### src/hdl/ria_pkg.sv
// Constants, register map and carrier types for the radio interrupt aggregator.
// Assumes a host-side register port that presents one access per cycle at clk_in.
// Operation
// RULE1: One interrupt output pin signals every enabled event source.
// RULE2: Event flags reset to zero; a read returns them and clears all.
// RULE3: Mask bit one blocks its event, zero enables it; mask resets all ones.
// RULE4: Configuration bit 1 selects pin active level; one high, zero low; resets zero.
// RULE5: Pin stays active until every causing flag is cleared or masked.
// RULE6: Host polls each flag to find which sources caused the interrupt.
// RULE7: Host should handle every flag returned, since the read clears all.
// RULE8: Flag positions: 7 sleep, 6 wake, 5 half-symbol, 4 key, 3 rx, 2..0 transmit.
// RULE9: Mask bits sit at the same positions as their matching flags.
// RULE10: Configuration bit 0 turns the sleep clock off when one; resets zero.
// RULE11: Configuration bits 7 to 2 read zero and ignore writes.
// RULE12: Received signal strength sample is held in a host-readable register.
// RULE13: Normal transmit completion sets its flag with outcome in the outcome register.
// RULE14: Frame passing receive filters sets the receive-ok flag, bit 3.
// RULE15: An event in the same cycle as a flag read is kept for the next read.
package ria_pkg;
  localparam logic [7:0] ADDR_FLAGS   = 8'h00;
  localparam logic [7:0] ADDR_MASK    = 8'h01;
  localparam logic [7:0] ADDR_CFG     = 8'h02;
  localparam logic [7:0] ADDR_RSSI    = 8'h03;
  localparam logic [7:0] ADDR_TXOUT   = 8'h04;
  localparam int         BIT_SLEEP    = 7;
  localparam int         BIT_WAKE     = 6;
  localparam int         BIT_HSYM     = 5;
  localparam int         BIT_KEY      = 4;
  localparam int         BIT_RXOK     = 3;
  localparam int         BIT_SLOT2    = 2;
  localparam int         BIT_SLOT1    = 1;
  localparam int         BIT_NORMTX   = 0;
  localparam int         BIT_POL      = 1;
  localparam int         BIT_SLPOFF   = 0;
  localparam logic [7:0] FLAGS_RST    = 8'h00;
  localparam logic [7:0] MASK_RST     = 8'hFF;
  localparam logic [1:0] CFG_RST      = 2'h0;
  localparam logic [7:0] DATA_RST     = 8'h00;

  typedef struct packed {
    logic       rd;
    logic       wr;
    logic [7:0] addr;
    logic [7:0] wdata;
  } ria_req_t;

  typedef struct packed {
    logic       sleep_alert;
    logic       wake_alert;
    logic       half_symbol_timer;
    logic       key_request;
    logic       rx_ok;
    logic       slot2_release;
    logic       slot1_release;
    logic       normal_tx_release;
  } ria_evt_t;
endpackage

### src/hdl/ria_top.sv
// Interrupt flag, mask and polarity logic with its host register port.
// Assumes event inputs are one-cycle pulses synchronous to clk_in.
`timescale 1ns/1ns
module ria_top (
  input  wire logic             clk_in,
  input  wire logic             rst_in,
  input  wire ria_pkg::ria_req_t req_in,
  input  wire ria_pkg::ria_evt_t evt_in,
  input  wire logic [7:0]       rssi_sample_in,
  input  wire logic             rssi_valid_in,
  input  wire logic [7:0]       tx_outcome_in,
  output logic [7:0]            rdata_out,
  output logic                  irq_out,
  output logic                  sleep_clock_off_out
);
  logic [7:0] irq_event_flags_ff;
  logic [7:0] irq_source_mask_ff;
  logic [1:0] cfg_ff;
  logic [7:0] rssi_ff;
  logic [7:0] tx_outcome_reg_ff;
  logic [7:0] rdata_ff;
  logic       irq_ff;
  logic [7:0] evt_vec;
  logic [7:0] enabled_flags;
  logic       flags_rd;
  logic       mask_wr;
  logic       cfg_wr;
  logic       pending;

  // Address decode shared by the register writes, the flag read clear and the checks.
  function automatic logic reg_write_hit(
    input ria_pkg::ria_req_t req,
    input logic [7:0]        addr
  );
    return req.wr && (req.addr == addr);
  endfunction

  function automatic logic reg_read_hit(
    input ria_pkg::ria_req_t req,
    input logic [7:0]        addr
  );
    return req.rd && (req.addr == addr);
  endfunction

  // Pin level for a pending state under the programmed polarity.
  function automatic logic pin_level(
    input logic pend,
    input logic pol
  );
    return pol ? pend : ~pend;
  endfunction

  // Bit order of the struct matches the flag layout, so a cast places each event.
  assign evt_vec  = evt_in; // RULE8
  assign flags_rd = reg_read_hit(req_in, ria_pkg::ADDR_FLAGS);
  assign mask_wr  = reg_write_hit(req_in, ria_pkg::ADDR_MASK);
  assign cfg_wr   = reg_write_hit(req_in, ria_pkg::ADDR_CFG);

  // Set wins over the read clear so a coincident event is reported next time.
  always_ff @(posedge clk_in or posedge rst_in)
  begin
    if (rst_in)
    begin
      irq_event_flags_ff <= ria_pkg::FLAGS_RST; // RULE2
    end
    else if (flags_rd)
    begin
      irq_event_flags_ff <= evt_vec; // RULE2 RULE15 RULE13 RULE14
    end
    else
    begin
      irq_event_flags_ff <= irq_event_flags_ff | evt_vec;
    end
  end

  always_ff @(posedge clk_in or posedge rst_in)
  begin
    if (rst_in)
    begin
      irq_source_mask_ff <= ria_pkg::MASK_RST; // RULE3
    end
    else if (mask_wr)
    begin
      irq_source_mask_ff <= req_in.wdata; // RULE9
    end
  end

  // Only the two implemented bits are stored, so the upper ones cannot read back.
  always_ff @(posedge clk_in or posedge rst_in)
  begin
    if (rst_in)
    begin
      cfg_ff <= ria_pkg::CFG_RST; // RULE4 RULE10
    end
    else if (cfg_wr)
    begin
      cfg_ff <= req_in.wdata[1:0]; // RULE11
    end
  end

  always_ff @(posedge clk_in or posedge rst_in)
  begin
    if (rst_in)
    begin
      rssi_ff <= ria_pkg::DATA_RST;
    end
    else if (rssi_valid_in)
    begin
      rssi_ff <= rssi_sample_in; // RULE12
    end
  end

  always_ff @(posedge clk_in or posedge rst_in)
  begin
    if (rst_in)
    begin
      tx_outcome_reg_ff <= ria_pkg::DATA_RST;
    end
    else if (evt_in.normal_tx_release)
    begin
      tx_outcome_reg_ff <= tx_outcome_in; // RULE13
    end
  end

  always_ff @(posedge clk_in or posedge rst_in)
  begin
    if (rst_in)
    begin
      rdata_ff <= ria_pkg::DATA_RST;
    end
    else if (req_in.rd)
    begin
      unique case (req_in.addr)
        ria_pkg::ADDR_FLAGS: rdata_ff <= irq_event_flags_ff; // RULE2
        ria_pkg::ADDR_MASK:  rdata_ff <= irq_source_mask_ff;
        ria_pkg::ADDR_CFG:   rdata_ff <= {6'h00, cfg_ff}; // RULE11
        ria_pkg::ADDR_RSSI:  rdata_ff <= rssi_ff; // RULE12
        ria_pkg::ADDR_TXOUT: rdata_ff <= tx_outcome_reg_ff;
        default:             rdata_ff <= ria_pkg::DATA_RST;
      endcase
    end
  end

  // Pending is a level, so the pin holds until flags clear or get masked.
  assign enabled_flags = irq_event_flags_ff & ~irq_source_mask_ff; // RULE3
  assign pending       = |enabled_flags; // RULE1 RULE5

  // Reset shows the idle level of the reset polarity, so no false request is seen.
  always_ff @(posedge clk_in or posedge rst_in)
  begin
    if (rst_in)
    begin
      irq_ff <= ~ria_pkg::CFG_RST[ria_pkg::BIT_POL]; // RULE4
    end
    else
    begin
      irq_ff <= pin_level(pending, cfg_ff[ria_pkg::BIT_POL]); // RULE4
    end
  end

  assign rdata_out           = rdata_ff;
  assign irq_out             = irq_ff;
  assign sleep_clock_off_out = cfg_ff[ria_pkg::BIT_SLPOFF]; // RULE10

  // The pin is registered, so every pin check looks one cycle after its cause.
  pin_follows_a: assert property (@(posedge clk_in) disable iff (rst_in) // RULE5
    irq_out == pin_level($past(pending), $past(cfg_ff[ria_pkg::BIT_POL])))
    else $error("irq pin level wrong");
  flag_sticky_a: assert property (@(posedge clk_in) disable iff (rst_in) // RULE15
    evt_vec[ria_pkg::BIT_RXOK] |=> irq_event_flags_ff[ria_pkg::BIT_RXOK])
    else $error("rx event lost");
  read_clear_a: assert property (@(posedge clk_in) disable iff (rst_in) // RULE2
    flags_rd && evt_vec == 8'h00 |=> irq_event_flags_ff == ria_pkg::FLAGS_RST)
    else $error("read did not clear");
  read_data_a: assert property (@(posedge clk_in) disable iff (rst_in) // RULE2
    flags_rd |=> rdata_out == $past(irq_event_flags_ff))
    else $error("flag read data wrong");
  mask_blocks_a: assert property (@(posedge clk_in) disable iff (rst_in) // RULE3
    irq_source_mask_ff == ria_pkg::MASK_RST |=> irq_out == ~$past(cfg_ff[ria_pkg::BIT_POL]))
    else $error("masked irq asserted");
  cfg_upper_a: assert property (@(posedge clk_in) disable iff (rst_in) // RULE11
    $past(req_in.rd) && $past(req_in.addr) == ria_pkg::ADDR_CFG |-> rdata_out[7:2] == 6'h00)
    else $error("cfg upper nonzero");
  sleep_off_a: assert property (@(posedge clk_in) disable iff (rst_in) // RULE10
    cfg_wr |=> sleep_clock_off_out == $past(req_in.wdata[ria_pkg::BIT_SLPOFF]))
    else $error("sleep bit wrong");
  mask_write_a: assert property (@(posedge clk_in) disable iff (rst_in) // RULE9
    mask_wr |=> irq_source_mask_ff == $past(req_in.wdata))
    else $error("mask write lost");
  txout_a: assert property (@(posedge clk_in) disable iff (rst_in) // RULE13
    evt_in.normal_tx_release |=> tx_outcome_reg_ff == $past(tx_outcome_in) && irq_event_flags_ff[0])
    else $error("tx outcome not captured");

  // Each source is checked on its own, so a swapped bit cannot hide behind another.
  sleep_keep_a: assert property (@(posedge clk_in) disable iff (rst_in) // RULE15
    evt_vec[ria_pkg::BIT_SLEEP] |=> irq_event_flags_ff[ria_pkg::BIT_SLEEP])
    else $error("sleep event lost");
  wake_keep_a: assert property (@(posedge clk_in) disable iff (rst_in) // RULE15
    evt_vec[ria_pkg::BIT_WAKE] |=> irq_event_flags_ff[ria_pkg::BIT_WAKE])
    else $error("wake event lost");
  hsym_keep_a: assert property (@(posedge clk_in) disable iff (rst_in) // RULE15
    evt_vec[ria_pkg::BIT_HSYM] |=> irq_event_flags_ff[ria_pkg::BIT_HSYM])
    else $error("half symbol event lost");
  key_keep_a: assert property (@(posedge clk_in) disable iff (rst_in) // RULE15
    evt_vec[ria_pkg::BIT_KEY] |=> irq_event_flags_ff[ria_pkg::BIT_KEY])
    else $error("key event lost");
  slot2_keep_a: assert property (@(posedge clk_in) disable iff (rst_in) // RULE15
    evt_vec[ria_pkg::BIT_SLOT2] |=> irq_event_flags_ff[ria_pkg::BIT_SLOT2])
    else $error("slot2 event lost");
  slot1_keep_a: assert property (@(posedge clk_in) disable iff (rst_in) // RULE15
    evt_vec[ria_pkg::BIT_SLOT1] |=> irq_event_flags_ff[ria_pkg::BIT_SLOT1])
    else $error("slot1 event lost");
  normtx_keep_a: assert property (@(posedge clk_in) disable iff (rst_in) // RULE15
    evt_vec[ria_pkg::BIT_NORMTX] |=> irq_event_flags_ff[ria_pkg::BIT_NORMTX])
    else $error("normal tx event lost");

  sleep_drive_a: assert property (@(posedge clk_in) disable iff (rst_in) // RULE1
    enabled_flags[ria_pkg::BIT_SLEEP] |=> irq_out == $past(cfg_ff[ria_pkg::BIT_POL]))
    else $error("sleep did not drive pin");
  wake_drive_a: assert property (@(posedge clk_in) disable iff (rst_in) // RULE1
    enabled_flags[ria_pkg::BIT_WAKE] |=> irq_out == $past(cfg_ff[ria_pkg::BIT_POL]))
    else $error("wake did not drive pin");
  hsym_drive_a: assert property (@(posedge clk_in) disable iff (rst_in) // RULE1
    enabled_flags[ria_pkg::BIT_HSYM] |=> irq_out == $past(cfg_ff[ria_pkg::BIT_POL]))
    else $error("half symbol did not drive pin");
  key_drive_a: assert property (@(posedge clk_in) disable iff (rst_in) // RULE1
    enabled_flags[ria_pkg::BIT_KEY] |=> irq_out == $past(cfg_ff[ria_pkg::BIT_POL]))
    else $error("key did not drive pin");
  rx_drive_a: assert property (@(posedge clk_in) disable iff (rst_in) // RULE1
    enabled_flags[ria_pkg::BIT_RXOK] |=> irq_out == $past(cfg_ff[ria_pkg::BIT_POL]))
    else $error("rx did not drive pin");
  slot2_drive_a: assert property (@(posedge clk_in) disable iff (rst_in) // RULE1
    enabled_flags[ria_pkg::BIT_SLOT2] |=> irq_out == $past(cfg_ff[ria_pkg::BIT_POL]))
    else $error("slot2 did not drive pin");
  slot1_drive_a: assert property (@(posedge clk_in) disable iff (rst_in) // RULE1
    enabled_flags[ria_pkg::BIT_SLOT1] |=> irq_out == $past(cfg_ff[ria_pkg::BIT_POL]))
    else $error("slot1 did not drive pin");
  normtx_drive_a: assert property (@(posedge clk_in) disable iff (rst_in) // RULE1
    enabled_flags[ria_pkg::BIT_NORMTX] |=> irq_out == $past(cfg_ff[ria_pkg::BIT_POL]))
    else $error("normal tx did not drive pin");

  sleep_hold_a: assert property (@(posedge clk_in) disable iff (rst_in) // RULE5
    !evt_vec[ria_pkg::BIT_SLEEP] && !flags_rd |=> $stable(irq_event_flags_ff[ria_pkg::BIT_SLEEP]))
    else $error("sleep flag changed");
  wake_hold_a: assert property (@(posedge clk_in) disable iff (rst_in) // RULE5
    !evt_vec[ria_pkg::BIT_WAKE] && !flags_rd |=> $stable(irq_event_flags_ff[ria_pkg::BIT_WAKE]))
    else $error("wake flag changed");
  hsym_hold_a: assert property (@(posedge clk_in) disable iff (rst_in) // RULE5
    !evt_vec[ria_pkg::BIT_HSYM] && !flags_rd |=> $stable(irq_event_flags_ff[ria_pkg::BIT_HSYM]))
    else $error("half symbol flag changed");
  key_hold_a: assert property (@(posedge clk_in) disable iff (rst_in) // RULE5
    !evt_vec[ria_pkg::BIT_KEY] && !flags_rd |=> $stable(irq_event_flags_ff[ria_pkg::BIT_KEY]))
    else $error("key flag changed");
  rx_hold_a: assert property (@(posedge clk_in) disable iff (rst_in) // RULE5
    !evt_vec[ria_pkg::BIT_RXOK] && !flags_rd |=> $stable(irq_event_flags_ff[ria_pkg::BIT_RXOK]))
    else $error("rx flag changed");
  slot2_hold_a: assert property (@(posedge clk_in) disable iff (rst_in) // RULE5
    !evt_vec[ria_pkg::BIT_SLOT2] && !flags_rd |=> $stable(irq_event_flags_ff[ria_pkg::BIT_SLOT2]))
    else $error("slot2 flag changed");
  slot1_hold_a: assert property (@(posedge clk_in) disable iff (rst_in) // RULE5
    !evt_vec[ria_pkg::BIT_SLOT1] && !flags_rd |=> $stable(irq_event_flags_ff[ria_pkg::BIT_SLOT1]))
    else $error("slot1 flag changed");
  normtx_hold_a: assert property (@(posedge clk_in) disable iff (rst_in) // RULE5
    !evt_vec[ria_pkg::BIT_NORMTX] && !flags_rd |=> $stable(irq_event_flags_ff[ria_pkg::BIT_NORMTX]))
    else $error("normal tx flag changed");

  mask_hold_a: assert property (@(posedge clk_in) disable iff (rst_in) // RULE9
    !mask_wr |=> $stable(irq_source_mask_ff))
    else $error("mask changed without write");
  mask_read_a: assert property (@(posedge clk_in) disable iff (rst_in) // RULE9
    reg_read_hit(req_in, ria_pkg::ADDR_MASK) |=> rdata_out == $past(irq_source_mask_ff))
    else $error("mask read data wrong");
  cfg_hold_a: assert property (@(posedge clk_in) disable iff (rst_in) // RULE4
    !cfg_wr |=> $stable(cfg_ff))
    else $error("config changed without write");
  rssi_load_a: assert property (@(posedge clk_in) disable iff (rst_in) // RULE12
    rssi_valid_in |=> rssi_ff == $past(rssi_sample_in))
    else $error("signal sample not loaded");
  rssi_hold_a: assert property (@(posedge clk_in) disable iff (rst_in) // RULE12
    !rssi_valid_in |=> $stable(rssi_ff))
    else $error("signal sample changed");
  txout_hold_a: assert property (@(posedge clk_in) disable iff (rst_in) // RULE13
    !evt_in.normal_tx_release |=> $stable(tx_outcome_reg_ff))
    else $error("tx outcome changed");
  rdata_hold_a: assert property (@(posedge clk_in) disable iff (rst_in) // RULE2
    !req_in.rd |=> $stable(rdata_out))
    else $error("read data changed without read");
  unmapped_read_a: assert property (@(posedge clk_in) disable iff (rst_in) // RULE11
    req_in.rd && req_in.addr > ria_pkg::ADDR_TXOUT |=> rdata_out == ria_pkg::DATA_RST)
    else $error("unmapped read nonzero");

  irq_seen_c: cover property (@(posedge clk_in) disable iff (rst_in) pending ##1 irq_out == cfg_ff[1]);
  race_c: cover property (@(posedge clk_in) disable iff (rst_in) flags_rd && evt_vec != 8'h00);
  pol_high_c: cover property (@(posedge clk_in) disable iff (rst_in) cfg_ff[1] && pending);
  mask_off_c: cover property (@(posedge clk_in) disable iff (rst_in)
    pending && mask_wr && req_in.wdata == ria_pkg::MASK_RST);
  idle_low_pol_c: cover property (@(posedge clk_in) disable iff (rst_in)
    !cfg_ff[ria_pkg::BIT_POL] && !pending ##1 irq_out);
endmodule

### config.mk
export PLATFORM = sky130hd
export DESIGN_NAME = ria_top
export DESIGN_NICKNAME = d
export VERILOG_FILES = /design/src/hdl/ria_pkg.sv /design/src/hdl/ria_top.sv
export SDC_FILE = /design/constraint.sdc
export NUM_CORES = 1
export LEC_CHECK = 0
export BUFFER_PORTS_ARGS = -buffer_cell sky130_fd_sc_hd__buf_2
export CORE_ASPECT_RATIO = 0.5
export CORE_MARGIN = 3
export CORE_UTILIZATION = 51
export DETAILED_ROUTE_END_ITERATION = 8
export GPL_ROUTABILITY_DRIVEN = 0
export PLACE_DENSITY = 0.78
export RECOVER_POWER = 100
export SETUP_SLACK_MARGIN = 0.4
export SYNTH_ARGS = -nofsm -noshare
export SYNTH_HDL_FRONTEND = slang
export SYNTH_SLANG_ARGS = --single-unit
### constraint.sdc
create_clock -name clk_in -period 1.58 [get_ports clk_in]
set_clock_uncertainty 0.1 [all_clocks]
set_input_delay 0.316 -clock clk_in [delete_from_list [all_inputs] [get_ports clk_in]]
set_output_delay 0.316 -clock clk_in [all_outputs]
set_load 0.005 [all_outputs]
# Yosys cells after proc, flatten, opt, wreduce, memory -nomap -nowiden
# Index checks and enable logic that the tools add are counted.
[word_totals]
inputBits = 45
out_inout_bits = 10
word_cells = 23
reg_bits = 43
[op_classes]
reduce_logical = 5
n_eq_ne = 4
bitwise_logic = 4
muxes = 3
[op_table]
columns = ["cell", "n"]
rows = [
  ["one-hot mux 8 bit (5 select lines)", 1],
  ["== test 8 x 2 -> 1 bit (second input constant)", 2],
  ["bitwise AND 8 bit", 1],
  ["== test 8 x 1 -> 1 bit (second input constant)", 1],
  ["== test 8 x 3 -> 1 bit (second input constant)", 1],
  ["logical NOT 8 bit", 1],
  ["two-way mux 8 bit", 1],
  ["inverter 8 bit", 1],
  ["bitwise OR 8 bit", 1],
  ["OR reduction 8 bit", 1],
  ["logical AND 1 bit", 3],
  ["two-way mux 1 bit", 1],
  ["inverter 1 bit", 1],
]

# Logic depth before layout (Yosys ltp)
[logic_depth]
word_depth = 5
ltp_mapped = 5
depth_no_buf = 4

# Worst setup path before layout
# Ideal clock, no wire load.
[synth_path]
path_type = "input -> register"
startpoint = "input req_in[13] in the netlist's numbering"
endpoint = "register irq_event_flags_ff[0]"
cell_stages = 5
t_required_ns = 1.362
path_buffers = 1
setup_time_ns = 0.118
path_slack_ns = -0.183
arrival_ns = 1.545
cell_sequence = "nor4_4 nand2_2 or4_4 buf_6 a21o_1"
[synth_between]
elab_chain_len = 3
[synth_lines]
columns = ["element", "line", "source"]
rows = [
  ["from (decl)", "ria_top.sv:7", "input wire ria_pkg::ria_req_t req_in,"],
  ["logical NOT 8 bit", "ria_top.sv:42", "return req.rd && (req.addr == addr);"],
  ["logical AND 1 bit", "ria_top.sv:42", ""],
  ["two-way mux 8 bit", "ria_top.sv:66", "else if (flags_rd)"],
  ["to (signal assigned)", "ria_top.sv:64", "irq_event_flags_ff <= ria_pkg::FLAGS_RST;"],
  ["to (signal assigned)", "ria_top.sv:68", "irq_event_flags_ff <= evt_vec;"],
  ["to (signal assigned)", "ria_top.sv:72", "irq_event_flags_ff <= irq_event_flags_ff | evt_vec;"],
  ["to (decl)", "ria_top.sv:16", "logic [7:0] irq_event_flags_ff;"],
]
# Every way passes these cells.
# A chain may end at the register's enable or synchronous reset.

# Final worst setup path
[layout_path]
startpoint = "input req_in[12] in the netlist's numbering"
endpoint = "register rdata_ff[2] (netlist: rdata_out[2])"
[layout_between]
elab_chain_len = 2
word_cells_on_any_way = 6
cone_classes = "eq/ne (4); mux (1); reduce/logical (1)"
[layout_lines]
columns = ["element", "line", "source"]
rows = [
  ["== test 8 x 3 -> 1 bit (tied with other cells)", "ria_top.sv:133", "unique case (req_in.addr)"],
  ["one-hot mux 8 bit (5 select lines) *", "ria_top.sv:133", ""],
  ["to (signal assigned)", "ria_top.sv:134", "ria_pkg::ADDR_FLAGS: rdata_ff <= irq_event_flags_ff;"],
  ["to (signal assigned)", "ria_top.sv:135", "ria_pkg::ADDR_MASK: rdata_ff <= irq_source_mask_ff;"],
  ["to (signal assigned)", "ria_top.sv:136", "ria_pkg::ADDR_CFG: rdata_ff <= {6'h00, cfg_ff};"],
  ["to (decl)", "ria_top.sv:21", "logic [7:0] rdata_ff;"],
]
# Every way passes the cells marked *; elsewhere a longest branch is shown, timed or not.

==> results.md <==
- Status: finished, final reports clean
- Post-synth EDFFs: 0
- Slew HR: 58.6%
- CTS root buffer: clkbuf_8
- Starting DRT DRC Count: 93
- Critical path arrival: 1.64 ns
- Grt total ovfl: 0
- Dpl ws: -0.262 ns
- Layout Cells excl Fill: slightly below 300
- Max rail drop VDD: about 0.45 mV
- Synth cell count leaders: 34 x dfrtp_1, 34 x mux2_2, 11 x inv_1
- Setup ws final: ~0.069 ns
- Cells after Synth: approximately 150
- End of the critical path: rdata_out[2]
- Synth Register Bits: 43
- Cell taking the most area after synthesis: dfrtp_1
- Minimum clock period: 1.51 ns
- Post-synthesis sequential area ratio: approximately 55%
- Clock sinks: 43
- Highest routed metal layer: met4
- Drt via density: 5.54
- WHS: 0.102 ns
- Row count: 15
- Synth warnings: 0
- Max cap viols: 0
- PD cells: between 800 and 900 mW/mm²
- Placed Cells incl. Taps: roughly 260
- Syn Std Cell Area: around 0.0020 mm²
- Startpoint types: input port
- Fmax: ~0.66 GHz
- Synth Area per Inst: roughly 13 µm²
- I/O pin cnt: 55
- CP required: about 1.7 ns
- DP Area: about 0.0024 mm²
- Via count: 1,624
- CP Max Fanout: 6
- Overall routed net length: 5180 µm
- WL/cell: roughly 18 µm
- Top FF cell, synth: dfrtp_1
- Final nets: between 200 and 300
- # DRC: 0
- Slew Viols, Final: 0
- Actual slew at the worst max-slew pin: between 0.6 and 0.7 ns
- Later-pin clock latency in the skew report: roughly 0.29 ns
- Layout cells sized above 1: 66.1%
- Pwr Total: ~2.4 mW
- DRT antenna net count: 0
- Worst reg2reg startpoint: irq_event_flags_ff[2]
- Fin. Hold Viols: 0
- CTS tree: yes
- Via count of the first global-routing pass: 1,591
- Ys async rst share: between 90% and 100%
- Top cells by area, synth: dfrtp_1 43%, mux2_2 19%, dfstp_2 12%
- First-pass DRT Iterations: 5
- Die ar.: ~0.0047 mm²
- Period utilization: between 90% and 100%
- Global-route wire length before repair: just under 8000 µm
- R2R Setup Slk: 0.18 ns
- Share of the synthesized area in the top cell type: a little over two fifths
- Port Buffer Count: 54
- H-tree depth: 2
- Maximum clock path buffer count: 2
- Static leakage: roughly 1.4 nW
- Initial antenna violation count: 0
- Post-DP HPWL: roughly 3300 µm
- Syn_nets: 197
- Core box area: approximately 0.0036 mm²
- RSZ-0062 raised after global routing: true
- Pin count of the biggest net entering global routing: 44
- Crit Path Category: input port to register
- Metal2 WL: 2600 µm
- CTS clk-pin slew, worst paths: 0.08 ns
- Total Routing Usage GR: a little over a fifth
- Hold/Removal Path Class: input port to register
- Die W: around 94 µm
- R2R Path End: rdata_out[2]
- Initial Utilization: 55.3%
- Design Area, Final: around 0.0028 mm²
- Worst setup path start: req_in[12]
- N_diodes: 0
- Final setup vio count: 0
- Die H: 50.1 µm
- CTS Buf Count: 5
- Area Growth Syn to Fin: 43.5%
- CP Capture Type: register
- Final core utilization: roughly four fifths
- TNS Setup: 0 ns
- Distinct cells, synth: 30
- WL met1: 2280 µm
- Metal3 WL: between 200 and 250 µm
- Reg2Reg Depth: 4
==> power breakdown <==
| group | leakage (nW) | switching, mW | internal [mW] | total [mW] |
|---|---|---|---|---|
| registers | 0.490 | 0.0379 | 1.16 | 1.20 |
| clock network | 0.0612 | 0.378 | 0.512 | 0.890 |
| logic | 0.818 | 0.131 | 0.172 | 0.304 |
==> cell families (layout without fill, tap and decap cells) <==
family,Yosys count,after routing,synth area share (%)
compound gates,33,33,13.0
xor+xnor,1,1,0.442
buf+inv,17,107,3.66
flops,43,43,54.9
mux,34,34,19.3
simple gates,24,24,8.66
==> cells in the final DEF (no fill, tap or decap), types with 6 or more instances in the layout <==
master and count:
a21o_1 8, a221o_1 6, a22oi_2 6, buf_2 46
buf_4 25, buf_6 7, clkbuf_8 6, dfrtp_1 34
dfstp_2 7, inv_1 8, mux2_2 25, mux2_4 9
==> cell type report <==
class,instances,area (µm²)
clock inverters,2,35.0
flip-flops and latches,43,1090
repair buffers,88,574
multi-input cells,92,953
inverters,11,45.0
clock buffers,6,82.6
well taps,51,63.8
fillers,213,743
==> sequential cells by signal, indices dropped and copies added, names as in the netlist <==
register / cells
tx_outcome_reg_ff: 8
irq_source_mask_ff: 8
rdata_out: 8
rssi_ff: 8
irq_event_flags_ff: 8
cfg_ff: 2
irq_out: 1
==> what timing repair did <==
action	in CTS	in global routing
pin swaps	25	11
hold buffers	1	0
endpoints found under the hold margin	34	0
resized for setup	29	14
buffers inserted	14	6
endpoints found under the setup margin	37	37
cloned	0	0
==> worst max-delay path: stages <==
cell	delay [ns]
buf_6	0.10
nor4_4	0.34
buf_4	0.17
buf_6	0.09
nand4b_1	0.08
clkbuf_2	0.22
nor2_1	0.18
a221o_1	0.14
==> worst min-delay path by stage <==
stage	startpoint	end	slack, ns	cells past startpoint
after global placement	rst_in	irq_event_flags_ff[4]	0.28	3
after floorplan	rst_in	cfg_ff[0]	0.21	1
after CTS	evt_in[2]	irq_event_flags_ff[2]	0.1	2
after detailed placement	rst_in	tx_outcome_reg_ff[7]	0.28	3
final	evt_in[2]	irq_event_flags_ff[2]	0.10	2
after global routing	evt_in[6]	irq_event_flags_ff[6]	0.10	2
==> routing by layer <==
| layer | vias up | track usage [%] |
|---|---|---|
| li1 | 739 | - |
| met3 | 8 | 4.88 |
| met2 | 47 | 35.7 |
| met4 | 0 | 6.71 |
| met1 | 830 | 28.8 |
| met5 | - | 0 |
Power figures use the tool's default switching activity.
